File: src/pkg/scb_pkg.sv
// scb_pkg: register map, field positions, presets and enumerations
// for the servo configuration command bank.
// assumes a 32-bit AXI4-Lite register bus and a single 100 MHz clock.
`default_nettype none

package scb_pkg;

    // bus geometry
    localparam int ADDR_W = 10;
    localparam int DATA_W = 32;
    localparam int CMD_W = 16;
    localparam int COEF_W = 8;
    localparam int COEF_N = 48;
    localparam int COEF_AW = 6;

    // register indices, byte address four times the index; coefficient bounds given as byte addresses
    localparam logic [7:0] IDX_GAIN_CAL = 8'h3C;
    localparam logic [7:0] IDX_STATUS = 8'h3D;
    localparam logic [7:0] IDX_CLK_CFG = 8'h3E;
    localparam logic [7:0] IDX_AUX_CFG = 8'h3F;
    localparam logic [ADDR_W-1:0] COEF_BASE = 10'h200;
    localparam logic [ADDR_W-1:0] COEF_LAST = 10'h2BC;

    // servo_aux_config field positions
    localparam int B_CAL_AMP_EN = 14;
    localparam int B_CLK_QUARTER = 13;
    localparam int B_CLK_HALF = 12;
    localparam int B_CLR_C = 10;
    localparam int B_CLR_B = 9;
    localparam int B_CLR_A = 8;
    localparam int B_SHOCK_GAIN = 6;
    localparam int B_SLOPE_QTR = 5;
    localparam int B_SHARED_BUF = 4;
    localparam int B_RO_UPPER = 3;
    localparam int B_RO_LOWER = 2;
    localparam int B_FREQ_HALF = 1;
    localparam logic [CMD_W-1:0] AUX_CFG_MASK = 16'h777E;
    localparam logic [CMD_W-1:0] AUX_CFG_RESET = 16'h0000;

    // other own fields
    localparam int B_CLK_UNDIV = 0;
    localparam int B_AMP_HI = 1;
    localparam int B_AMP_LO = 0;

    // axi responses
    localparam logic [1:0] RESP_OKAY = 2'b00;
    localparam logic [1:0] RESP_SLVERR = 2'b10;

    // master clock division result
    typedef enum logic [1:0] {SCB_DIV_1, SCB_DIV_2, SCB_DIV_4} scb_div_t;

    // calibration sine amplitude selection
    typedef enum logic [2:0] {
        SCB_AMP_DEFAULT, SCB_AMP_1_64, SCB_AMP_1_32, SCB_AMP_1_16, SCB_AMP_1_8
    } scb_amp_t;

    // coefficient preset, K00 to K2F
    localparam logic [COEF_W-1:0] COEF_PRESET [0:COEF_N-1] = '{
        8'hE0, 8'h81, 8'h23, 8'h7F, 8'h6A, 8'h10, 8'h14, 8'h30,
        8'h7F, 8'h46, 8'h81, 8'h1C, 8'h7F, 8'h58, 8'h82, 8'h7F,
        8'h4E, 8'h32, 8'h20, 8'h30, 8'h80, 8'h77, 8'h80, 8'h77,
        8'h00, 8'hF1, 8'h7F, 8'h3B, 8'h81, 8'h44, 8'h7F, 8'h5E,
        8'h82, 8'h44, 8'h18, 8'h30, 8'h7F, 8'h46, 8'h81, 8'h3A,
        8'h7F, 8'h66, 8'h82, 8'h44, 8'h4E, 8'h1B, 8'h00, 8'h00
    };

endpackage : scb_pkg

`default_nettype wire

File: src/rtl/scb_config_bank.sv
// scb_config_bank: servo configuration command bank with axi4-lite slave,
// clock-division select, data ram clear, readout routing, coefficient preset.
// assumes lock, vibration and readout signals come from logic on clk_sys;
// the division select pin is asynchronous.
//
// How it works
// [RQ1] undivided bit forces divide-by-one over pin and both forced bits
// [RQ2] half bit gives 1/2, else quarter bit 1/4, else follow pin
// [RQ3] amplitude enable picks one of four codes, else default amplitude
// [RQ4] third clear bit zeroes words M08 to M0A while set
// [RQ5] second clear zeroes M00-M02 always; first only while lock is low
// [RQ6] software holds the two lower clear bits at least fifty microseconds
// [RQ7] shock-gain bit plus vibration forces focus filter to normal gain
// [RQ8] shared-buffer bit serves four input buffers with one amplifier
// [RQ9] software checks conversions through readout before shared-buffer mode; the host model only routes readout, when its first command sets it
// [RQ10] upper route uses pins 13,12,14; lower uses 10,9,11; default none
// [RQ11] software also enables the dac bit of the readout selection command; the host model sets no dac bit
// [RQ12] sine-halving bit halves the calibration sine frequency
// [RQ13] search-slope bit makes focus search ramp at quarter slope
// [RQ14] sled coefficients K00 to K05 preset as listed
// [RQ15] focus coefficients K06, K08 to K11 preset as listed
// [RQ16] tracking coefficients K19 to K22 preset as listed
// [RQ17] focus gain-down coefficients K24 to K2A, K2C, K2D preset as listed
// [RQ18] auto-gain, anti-shock and zero-cross coefficients preset as listed
// [RQ19] software leaves K18 at its preset zero
// [RQ20] unused K2E and K2F preset to zero
// [RQ21] command write replaces all sixteen bits; reserved bits read as zero
//
// Decided for this implementation: the AXI4-Lite slave port.
`default_nettype none

module scb_config_bank #(
    parameter logic PIN_HIGH_HALVES = 1'b1
) (
    input wire logic clk_sys,
    input wire logic sys_rst,
    // axi4-lite
    input wire logic [scb_pkg::ADDR_W-1:0] s_axi_awaddr,
    input wire logic s_axi_awvalid,
    output logic s_axi_awready,
    input wire logic [scb_pkg::DATA_W-1:0] s_axi_wdata,
    input wire logic [3:0] s_axi_wstrb,
    input wire logic s_axi_wvalid,
    output logic s_axi_wready,
    output logic [1:0] s_axi_bresp,
    output logic s_axi_bvalid,
    input wire logic s_axi_bready,
    input wire logic [scb_pkg::ADDR_W-1:0] s_axi_araddr,
    input wire logic s_axi_arvalid,
    output logic s_axi_arready,
    output logic [scb_pkg::DATA_W-1:0] s_axi_rdata,
    output logic [1:0] s_axi_rresp,
    output logic s_axi_rvalid,
    input wire logic s_axi_rready,
    // surrounding servo logic
    input wire logic crystal_divide_pin,
    input wire logic lock_in,
    input wire logic vibration_detect,
    input wire logic readout_clock,
    input wire logic readout_latch_n,
    input wire logic readout_data,
    input wire logic [scb_pkg::COEF_AW-1:0] coef_rd_addr,
    output logic [scb_pkg::COEF_W-1:0] coef_rd_data,
    output scb_pkg::scb_div_t servo_master_div,
    output scb_pkg::scb_amp_t cal_amp_sel,
    output logic cal_freq_half,
    output logic search_slope_quarter,
    output logic shared_buffer_mode,
    output logic focus_force_normal,
    output logic clear_m00_m02,
    output logic clear_m08_m0a,
    output logic aux_out_pin_9,
    output logic aux_out_pin_9_oe,
    output logic aux_out_pin_10,
    output logic aux_out_pin_10_oe,
    output logic aux_out_pin_11,
    output logic aux_out_pin_11_oe,
    output logic aux_out_pin_12,
    output logic aux_out_pin_12_oe,
    output logic aux_out_pin_13,
    output logic aux_out_pin_13_oe,
    output logic aux_out_pin_14,
    output logic aux_out_pin_14_oe
);
    import scb_pkg::*;

    // register decode, used by both write and read paths
    function automatic logic [2:0] decode(input logic [ADDR_W-1:0] a);
        if (a[1:0] != 2'b00) begin
            decode = 3'd0;
        end else if (a[ADDR_W-1:2] == IDX_AUX_CFG) begin
            decode = 3'd1;
        end else if (a[ADDR_W-1:2] == IDX_CLK_CFG) begin
            decode = 3'd2;
        end else if (a[ADDR_W-1:2] == IDX_GAIN_CAL) begin
            decode = 3'd3;
        end else if (a[ADDR_W-1:2] == IDX_STATUS) begin
            decode = 3'd4;
        end else if (a >= COEF_BASE && a <= COEF_LAST) begin
            decode = 3'd5;
        end else begin
            decode = 3'd0;
        end
    endfunction : decode

    logic aw_held, w_held, clk_undiv, pin_level;
    logic [ADDR_W-1:0] aw_addr;
    logic [DATA_W-1:0] w_data;
    logic [3:0] w_strb;
    logic [CMD_W-1:0] aux_cfg;
    logic [1:0] amp_code;
    logic [2:0] pin_sync;
    logic [COEF_W-1:0] coef [0:COEF_N-1];
    logic next_aw_held, next_w_held, next_bvalid, next_rvalid, next_clk_undiv, next_pin_level;
    logic [ADDR_W-1:0] next_aw_addr;
    logic [DATA_W-1:0] next_w_data, next_rdata;
    logic [3:0] next_w_strb;
    logic [1:0] next_bresp, next_rresp, next_amp_code;
    logic [CMD_W-1:0] next_aux_cfg;
    logic coef_we;
    logic [COEF_AW-1:0] coef_widx, rd_idx;
    logic [COEF_W-1:0] coef_wdata;
    scb_div_t next_div;
    scb_amp_t next_amp;
    logic [12:0] next_ctl, ctl;
    logic [11:0] next_pins, pins;

    assign s_axi_awready = !aw_held && !s_axi_bvalid;
    assign s_axi_wready = !w_held && !s_axi_bvalid;
    assign s_axi_arready = !s_axi_rvalid;
    assign rd_idx = s_axi_araddr[COEF_AW+1:2];

    // bus slave: address and data taken in either order, one write at a time
    always_comb begin
        next_aw_held = aw_held;
        next_w_held = w_held;
        next_aw_addr = aw_addr;
        next_w_data = w_data;
        next_w_strb = w_strb;
        next_bvalid = s_axi_bvalid && !s_axi_bready;
        next_bresp = s_axi_bresp;
        next_rvalid = s_axi_rvalid && !s_axi_rready;
        next_rresp = s_axi_rresp;
        next_rdata = s_axi_rdata;
        next_aux_cfg = aux_cfg;
        next_clk_undiv = clk_undiv;
        next_amp_code = amp_code;
        coef_we = 1'b0;
        coef_widx = aw_addr[COEF_AW+1:2];
        coef_wdata = w_data[COEF_W-1:0];
        if (s_axi_awvalid && s_axi_awready) begin
            next_aw_held = 1'b1;
            next_aw_addr = s_axi_awaddr;
        end
        if (s_axi_wvalid && s_axi_wready) begin
            next_w_held = 1'b1;
            next_w_data = s_axi_wdata;
            next_w_strb = s_axi_wstrb;
        end
        if (aw_held && w_held) begin
            next_aw_held = 1'b0;
            next_w_held = 1'b0;
            next_bvalid = 1'b1;
            next_bresp = RESP_OKAY;
            case (decode(aw_addr))
                3'd1: next_aux_cfg = w_data[CMD_W-1:0] & AUX_CFG_MASK; // RQ21
                3'd2: next_clk_undiv = w_data[B_CLK_UNDIV];
                3'd3: next_amp_code = w_data[1:0];
                3'd4: next_bresp = RESP_OKAY; // status ignores writes
                3'd5: coef_we = w_strb[0];
                default: next_bresp = RESP_SLVERR;
            endcase
        end
        // read: the command register is write-only and reads zero
        if (s_axi_arvalid && s_axi_arready) begin
            next_rvalid = 1'b1;
            next_rresp = RESP_OKAY;
            next_rdata = '0;
            case (decode(s_axi_araddr))
                3'd1: next_rdata = '0;
                3'd2: next_rdata = {{(DATA_W-1){1'b0}}, clk_undiv};
                3'd3: next_rdata = {{(DATA_W-2){1'b0}}, amp_code};
                3'd4: next_rdata = {{(DATA_W-13){1'b0}}, ctl};
                3'd5: next_rdata = {{(DATA_W-COEF_W){1'b0}}, coef[rd_idx]};
                default: next_rresp = RESP_SLVERR;
            endcase
        end
    end

    // pin filter: level changes once second and third stages agree
    always_comb begin
        next_pin_level = pin_level;
        if (pin_sync[2] == pin_sync[1]) begin
            next_pin_level = pin_sync[1];
        end
    end

    // servo controls derived from the command bits
    always_comb begin
        if (clk_undiv) begin
            next_div = SCB_DIV_1; // RQ1
        end else if (aux_cfg[B_CLK_HALF]) begin
            next_div = SCB_DIV_2; // RQ2
        end else if (aux_cfg[B_CLK_QUARTER]) begin
            next_div = SCB_DIV_4; // RQ2
        end else if (pin_level == PIN_HIGH_HALVES) begin
            next_div = SCB_DIV_2; // RQ2
        end else begin
            next_div = SCB_DIV_1;
        end
        if (!aux_cfg[B_CAL_AMP_EN]) begin
            next_amp = SCB_AMP_DEFAULT; // RQ3
        end else begin
            case ({amp_code[B_AMP_HI], amp_code[B_AMP_LO]})
                2'b00: next_amp = SCB_AMP_1_64; // RQ3
                2'b01: next_amp = SCB_AMP_1_32;
                2'b10: next_amp = SCB_AMP_1_16;
                2'b11: next_amp = SCB_AMP_1_8;
                default: next_amp = SCB_AMP_DEFAULT;
            endcase
        end
        next_ctl = '0;
        next_ctl[1:0] = next_div;
        next_ctl[4:2] = next_amp;
        next_ctl[5] = aux_cfg[B_FREQ_HALF]; // RQ12
        next_ctl[6] = aux_cfg[B_SLOPE_QTR]; // RQ13
        next_ctl[7] = aux_cfg[B_SHARED_BUF]; // RQ8
        next_ctl[8] = aux_cfg[B_SHOCK_GAIN] && vibration_detect; // RQ7
        next_ctl[9] = aux_cfg[B_CLR_B] || (aux_cfg[B_CLR_A] && !lock_in); // RQ5
        next_ctl[10] = aux_cfg[B_CLR_C]; // RQ4
        next_ctl[11] = lock_in;
        next_ctl[12] = pin_level;
        // readout routes: clock, latch, data per pin set
        next_pins = '0;
        if (aux_cfg[B_RO_UPPER]) begin
            next_pins[6 +: 3] = {readout_data, readout_latch_n, readout_clock}; // RQ10
            next_pins[9 +: 3] = 3'b111;
        end
        if (aux_cfg[B_RO_LOWER]) begin
            next_pins[0 +: 3] = {readout_data, readout_latch_n, readout_clock}; // RQ10
            next_pins[3 +: 3] = 3'b111;
        end
    end

    // single register stage for all state
    always_ff @(posedge clk_sys) begin
        if (sys_rst) begin
            aw_held <= 1'b0;
            w_held <= 1'b0;
            aw_addr <= '0;
            w_data <= '0;
            w_strb <= '0;
            s_axi_bvalid <= 1'b0;
            s_axi_bresp <= RESP_OKAY;
            s_axi_rvalid <= 1'b0;
            s_axi_rresp <= RESP_OKAY;
            s_axi_rdata <= '0;
            aux_cfg <= AUX_CFG_RESET;
            clk_undiv <= 1'b0;
            amp_code <= '0;
            pin_sync <= '0;
            pin_level <= 1'b0;
            ctl <= '0;
            pins <= '0;
            coef_rd_data <= '0;
            coef <= COEF_PRESET; // RQ14 RQ15 RQ16 RQ17 RQ18 RQ20
        end else begin
            aw_held <= next_aw_held;
            w_held <= next_w_held;
            aw_addr <= next_aw_addr;
            w_data <= next_w_data;
            w_strb <= next_w_strb;
            s_axi_bvalid <= next_bvalid;
            s_axi_bresp <= next_bresp;
            s_axi_rvalid <= next_rvalid;
            s_axi_rresp <= next_rresp;
            s_axi_rdata <= next_rdata;
            aux_cfg <= next_aux_cfg;
            clk_undiv <= next_clk_undiv;
            amp_code <= next_amp_code;
            pin_sync <= {pin_sync[1:0], crystal_divide_pin};
            pin_level <= next_pin_level;
            ctl <= next_ctl;
            pins <= next_pins;
            coef_rd_data <= (coef_rd_addr < COEF_AW'(COEF_N)) ? coef[coef_rd_addr] : '0;
            if (coef_we) begin
                coef[coef_widx] <= coef_wdata;
            end
        end
    end

    assign servo_master_div = scb_div_t'(ctl[1:0]);
    assign cal_amp_sel = scb_amp_t'(ctl[4:2]);
    assign cal_freq_half = ctl[5];
    assign search_slope_quarter = ctl[6];
    assign shared_buffer_mode = ctl[7];
    assign focus_force_normal = ctl[8];
    assign clear_m00_m02 = ctl[9];
    assign clear_m08_m0a = ctl[10];
    assign {aux_out_pin_11, aux_out_pin_9, aux_out_pin_10} = pins[2:0];
    assign {aux_out_pin_11_oe, aux_out_pin_9_oe, aux_out_pin_10_oe} = pins[5:3];
    assign {aux_out_pin_14, aux_out_pin_12, aux_out_pin_13} = pins[8:6];
    assign {aux_out_pin_14_oe, aux_out_pin_12_oe, aux_out_pin_13_oe} = pins[11:9];
endmodule : scb_config_bank

`default_nettype wire

File: config.mk
export PLATFORM = sky130hd
export DESIGN_NAME = scb_config_bank
export DESIGN_NICKNAME = d
export VERILOG_FILES = /design/src/pkg/scb_pkg.sv /design/src/rtl/scb_config_bank.sv
export SDC_FILE = /design/constraint.sdc
export NUM_CORES = 1
export LEC_CHECK = 0
export BUFFER_PORTS_ARGS = -buffer_cell sky130_fd_sc_hd__buf_2
export CORE_MARGIN = 2
export CORE_UTILIZATION = 30
export CTS_CLUSTER_SIZE = 12
export DETAILED_ROUTE_END_ITERATION = 8
export MAX_ROUTING_LAYER = met4
export PLACE_DENSITY_LB_ADDON = 0.3
export SYNTH_ARGS = -nofsm -noshare
export SYNTH_HDL_FRONTEND = slang
export SYNTH_SLANG_ARGS = --single-unit
File: constraint.sdc
create_clock -name clk_sys -period 2.4 [get_ports clk_sys]
set_clock_uncertainty 0.1 [all_clocks]
set_input_delay 0.12 -clock clk_sys [delete_from_list [all_inputs] [get_ports clk_sys]]
set_output_delay 0.12 -clock clk_sys [all_outputs]
set_load 0.1 [all_outputs]
==> results of run 1 <==
## critical path, delay by kind of cell (launching register included)
family	cells	cell delay, ns
and+or+nand+nor	2	0.42
DFF	1	0.34
AOI/OAI and AO/OA	2	0.35
buffers and inverters	3	0.99
## timing repair
action                                  4_1_cts  5_1_grt
hold endpoints to repair                     80        0
hold buffers                                 63        0
buffers inserted                              0        0
endpoints found under the setup margin        0       36
gates resized for setup                       0        8
## metal layers
layer  track usage  part of all wire
met5             -                 0
met4        0.0763             0.034
met3        0.0360             0.084
met2         0.326              0.46
met1         0.285              0.43
## state kept, by name, summed over array words and instances (netlist names), 2 cells and up
name	flops
pin_sync	3
w_data	14
s_axi_rdata	13
pins	8
ctl	13
amp_code	2
aw_addr	10
coef	384
coef_rd_data	8
aux_cfg	12
## logic make-up (layout without fill, tap and decap cells)
group / after synthesis / in the layout
fa+ha+maj: 3 / 3
buf+inv: 281 / 423
mux: 370 / 370
simple gates: 1028 / 1028
other cells: 1 / 21
compound gates: 374 / 374
flops: 476 / 476
## Yosys cell counts, types with 12 or more instances
cell type	number	area, µm²
a22oi_1	70	526
dfxtp_1	476	9530
nand3_1	302	1510
a22o_1	27	236
nand2_1	501	1880
buf_4	36	270
buf_2	61	305
a21oi_1	203	1020
mux2i_1	205	2050
nor2b_1	29	181
o21ai_0	22	110
mux4_2	163	3670
nor3_4	12	195
a31oi_1	16	100
clkbuf_1	155	582
buf_1	20	75.1
nor2_1	107	402
and2_1	19	119
## layout make-up
class | count | area [µm²]
clock buffer | 84 | 1670
clock inverter | 12 | 181
fill | 7938 | 50200
inverter | 9 | 36.3
multi-input combinational | 1796 | 13000
sequential | 476 | 9540
tap | 1050 | 1310
timing repair buffer | 318 | 2680
## power breakdown
part	switching, mW	internal [mW]	total (mW)
Sequential	0.0902	7.95	8.04
Combinational	1.35	0.706	2.05
Clock	3.53	5.09	8.61
Total	4.97	13.7	18.7
## path summary, 6_finish.rpt
kind | to | depth (start not counted) | slack, ns
worst max-delay path | s_axi_rdata[6]$_SDFFE_PP0P_ | 7 | 0.10
worst min-delay path | w_data[13]$_SDFFE_PP0P_ | 4 | 0.06
worst max register to register | s_axi_rdata[6]$_SDFFE_PP0P_ | 7 | 0.10
worst min register to register | pin_sync[1]$_SDFF_PP0_ | 1 | 0.34
==> results.md, run 1 <==
- Status: finished, final reports clean
- Worst supply voltage drop on vdd: 513 µV
- Die area: 81,200 µm²
- Buffers from clock root to sink, at most: 3
- Clock buffer count from CTS: 55
- Category of the worst setup path capture point: flip-flop
- Number of clock sinks: 476
- Most used cell, CP: buf_4
- Synthesized-area fraction occupied by xor and xnor cells: 0
- Worst endpoint required time: 2.85 ns
- Count of unresolved DRC violations after routing: 0
- Power per Cell Area: 657 nW/µm²
- Sequence of cells on the critical path: nor4b_2 -> dlygate4sd3_1 -> buf_4 -> nand4_1 -> buf_4 -> a31o_2 -> o221ai_1
- Endpoints failing setup: 0
- Iter 0 DRT Violations: 2,257
- Final Routed Wirelength: 85,900 µm
- Number of primary I/O pins: 147
- Unrepaired setup endpoints after global routing: false
- Maximum level of the CTS H-tree: 2
- Worst setup path start: s_axi_rvalid$_SDFF_PP0_
- Clock tree root buffer cell: clkbuf_16
- Final core utilization: 0.362
- Slew headroom: 0.0612
- Multiplexer share of the synthesized area: 0.243
- Post-Place Cells: 3,586
- Gpl congestion: 0.936
- Finished Cell Area: 28,500 µm²
- Starting density of the core: 0.301
- Overall Global Routing Usage: 0.213
- #FFs+latches synth: 476
- Width of the die: 285 µm
- Worst skew pair latency: 0.62 ns
- Maximum fanout encountered on the critical timing path: 6
- Arithmetic-cell share of the synthesized area counting full adders, half adders and majority gates: 0.00158
- Fraction of the mapped netlist area in compound gates: 0.0968
- Area growth from synthesis to layout: 20.2%
- Category of the most critical setup path: reg -> reg
- Min Clock Period, post-route: 2.30 ns
- Layout cell share with drive strength beyond 1: 0.209
- Beginning of the worst register-to-register path: s_axi_rvalid$_SDFF_PP0_
- Num rows: 103
- Netlist Area Pre-Place: 23,700 µm²
- Height of the die: 285 µm
- Number of maximum-capacitance violations: 0
- TritonCTS clock tree: yes
- Critical path arrival: 2.74 ns
- Part of the Yosys area used for sequential elements: 0.402
- Total via count after detailed routing: 20,800
- Share of synthesized cell area in and, or, nand and nor gates: 0.203
- Most common cell after layout, fill and taps aside: nand2_1
- Maximum clock frequency: 436 MHz
- Number of instances in the synthesized netlist: 2,533
- Final Total Pwr: 18.7 mW
- Number of buffers inserted by port buffering: 104
- Max Slew Vio Count: 0
- Setup Slack @ Placement: -0.00101 ns
- Maximum number of pins on one net before global-route repair: 174
- Antenna Violating Nets Remaining: 0
- Dominant combinational cell family by area after synthesis: multiplexers
- Hold WC Path Type: in -> reg
- Longest individual stage delay on the worst path: 0.59 ns
- Nets@finish: 2,734
- Measured slew at the worst slew-check pin: 1.41 ns
- Syn avg cell area: 9.35 µm²
- Nature of the critical path startpoint: flip-flop
- Final hold violation count: 0
- Leading register cell type out of synthesis: dfxtp_1
- Standard cell core area: 78,600 µm²
- Wire length of the first global-routing pass: 130,000 µm
- Setup slack after layout: 0.105 ns
- Most used cells in the layout excluding fill and tap cells: nand2_1 (498), dfxtp_1 (467), nand3_1 (302)
- Congestion Overflow GR: 0
- Via count normalized by instance count: 5.56
- HPWL after DPL: 58,200 µm
- Share of async-settable or async-resettable flops after synthesis: 0
- Final cycle utilization of the critical path: 0.956
- Antenna violations before repair: 0
- Launch instance of the worst min-delay path: s_axi_wvalid
- Wire per inst: 22.9 µm
- EDFF count, synth: 0
- Post-detailed-placement cell area: 26,000 µm²
- Worst hold slack: 0.0605 ns
- Leakage dissipation: 10.6 nW
- Clock-pin slew on the worst setup and hold paths: 0.06 ns
- Number of standard cells in the layout, taps in and fillers out: 3,745
- Cell with the largest stage delay on the worst path: dlygate4sd3_1
- Post-synth cell types: 57
- Pre-antenna DRT Iters: 6
- Number of global-route vias before repair: 20,200
- Setup TNS after final layout: 0 ns
- Diode insertion count for antenna repair: 0
- Yosys synthesis warning count: 0
No activity file was read; power rests on OpenSTA's default activity.
==> inputs of run 2 (changes only) <==
- CTS_BUF_LIST: not set -> sky130_fd_sc_hd__clkbuf_2
==> results.md, run 2 (synthesized netlist as in run 1, its figures left out) <==
- TritonCTS clock tree: yes
- Final hold violation count: 0
- Total via count after detailed routing: 21,900
- Slew headroom: 0.0545
- Clock tree root buffer cell: clkbuf_2
- Number of maximum-capacitance violations: 0
- Final core utilization: 0.370
- Num rows: 103
- Number of buffers inserted by port buffering: 104
- Number of filler cells placed in the layout: 7,915
- Nature of the critical path startpoint: primary input
- Die area: 81,200 µm²
- Layout cell share with drive strength beyond 1: 0.244
- Clock buffer count from CTS: 134
- Worst endpoint required time: 3.50 ns
- Number of flip-flops under the largest register name: 384
- Clock-pin slew on the worst setup and hold paths: 0.10 ns
- Number of primary I/O pins: 147
- Maximum fanout encountered on the critical timing path: 13
- Via count normalized by instance count: 5.49
- Number of clock sinks: 476
- Endpoints failing setup: 0
- Unrepaired setup endpoints after global routing: true
- Post-Place Cells: 3,586
- Antenna violations before repair: 3
- Status: finished, final reports clean
- Measured slew at the worst slew-check pin: 1.42 ns
- Final cycle utilization of the critical path: 0.974
- Final Routed Wirelength: 89,300 µm
- Overall Global Routing Usage: 0.223
- Number of standard cells in the layout, taps in and fillers out: 3,986
- Maximum level of the CTS H-tree: 4
- Category of the worst setup path capture point: flip-flop
- Max Slew Vio Count: 0
- Congestion Overflow GR: 0
- Maximum clock frequency: 428 MHz
- Most common cell after layout, fill and taps aside: nand2_1
- Starting density of the core: 0.301
- Maximum number of pins on one net before global-route repair: 174
- Flip-flop and latch area: 9550 µm²
- Gpl congestion: 0.936
- Area growth from synthesis to layout: 22.8%
- Count of unresolved DRC violations after routing: 0
- Register containing the most flip-flops in the final layout: coef
- Nets@finish: 2,913
- Height of the die: 285 µm
- Category of the most critical setup path: in -> reg
- Leakage dissipation: 11.1 nW
- Most used cells in the layout excluding fill and tap cells: nand2_1 (496), dfxtp_1 (460), nand3_1 (302)
- Pre-antenna DRT Iters: 6
- Iter 0 DRT Violations: 2,324
- Wire length of the first global-routing pass: 134,000 µm
- Largest registers: coef (384), w_data (14)
- Standard cell core area: 78,600 µm²
- Width of the die: 285 µm
- Wire per inst: 22.4 µm
- Number of global-route vias before repair: 21,500
- HPWL after DPL: 58,200 µm
- Antenna Violating Nets Remaining: 0
- Area of the multi-input gates: 13,100 µm²
- Buffers from clock root to sink, at most: 3
- Hold WC Path Type: in -> reg
- Power per Cell Area: 567 nW/µm²
- Worst supply voltage drop on vdd: 409 µV
- Worst skew pair latency: 1.35 ns
- Min Clock Period, post-route: 2.34 ns
- Critical path arrival: 3.44 ns
[run 2: cell count changes in the layout (fill, tap and decap cells not counted), sizes merged]
cell          delta
buf              +7
clkbuf         +119
clkinv          +16
clkinvlp         +2
diode            +3
dlygate4sd3     +87
dlymetal6s4s     +3
inv              +4
[run 2: path summary, 6_finish.rpt]
path | startpoint | end | slack (ns) | cells past startpoint
setup / recovery | s_axi_araddr[7] | s_axi_rdata[11]$_SDFFE_PP0P_ | 0.06 | 11
hold / removal | s_axi_araddr[3] | s_axi_rdata[0]$_SDFFE_PP0P_ | 0.14 | 6
setup reg to reg | coef[11]$_SDFFE_PP0P_ | coef_rd_data[3]$_SDFF_PP0_ | 0.13 | 6
hold reg to reg | pin_sync[0]$_SDFF_PP0_ | pin_sync[1]$_SDFF_PP0_ | 0.35 | 1
[run 2: power by group]
part           total, mW  switching (mW)  leakage [nW]  internal [mW]
clock               6.21            3.66         0.942           2.54
sequential          8.04          0.0937          3.85           7.94
combinational       2.25            1.40          6.31          0.850
[run 2: what timing repair did]
item	4_1_cts	5_1_grt
resized for setup	73	21
hold endpoints to repair	476	8
pin swaps	2	0
hold buffers	154	1
gates cloned	0	1
buffers inserted	8	1
endpoints found under the setup margin	46	62
[run 2: through the flow]
step	worst slack (ns)	instance area (µm²)	hold slack, ns	setup TNS, ns	total power, mW
2_1_floorplan	0.0164	23800	0.113	0	9.49
3_3_place_gp	-0.00587	26000	0.208	-0.00587	10.1
3_5_place_dp	-0.00101	26000	0.206	-0.00101	10.2
4_1_cts	-0.00741	29000	0.00146	-0.00993	16.6
5_1_grt	-0.0461	29100	0.0698	-0.200	17.2
6_report	0.0613	29100	0.142	0	16.5
[run 2: area by class of cell]
class / instances / area share
multi-input combinational: 1796 / 0.449
sequential: 476 / 0.328
timing repair buffer: 418 / 0.134
clock inverter: 34 / 0.00791
inverter: 9 / 0.00125
tap: 1050 / 0.0452
clock buffer: 200 / 0.0344
antenna: 3 / 0.000258
[run 2: layer usage]
layer  track usage  routed length, µm  up-vias
met3        0.0465               7670      195
met1         0.289              37500    10800
li1              -                  -     9722
met4        0.0898               3060        0
met5             -                  0        -
met2         0.340              41100     1122
[run 2: critical path: stages]
cell and delay, ns:
dlygate4sd3_1 0.52, dlygate4sd3_1 0.54, clkbuf_4 0.30, nand2_1 0.17, nor4_2 0.29, nor2b_1 0.26
buf_4 0.21, buf_4 0.13, dlygate4sd3_1 0.64, nand3_1 0.10, a21oi_1 0.15
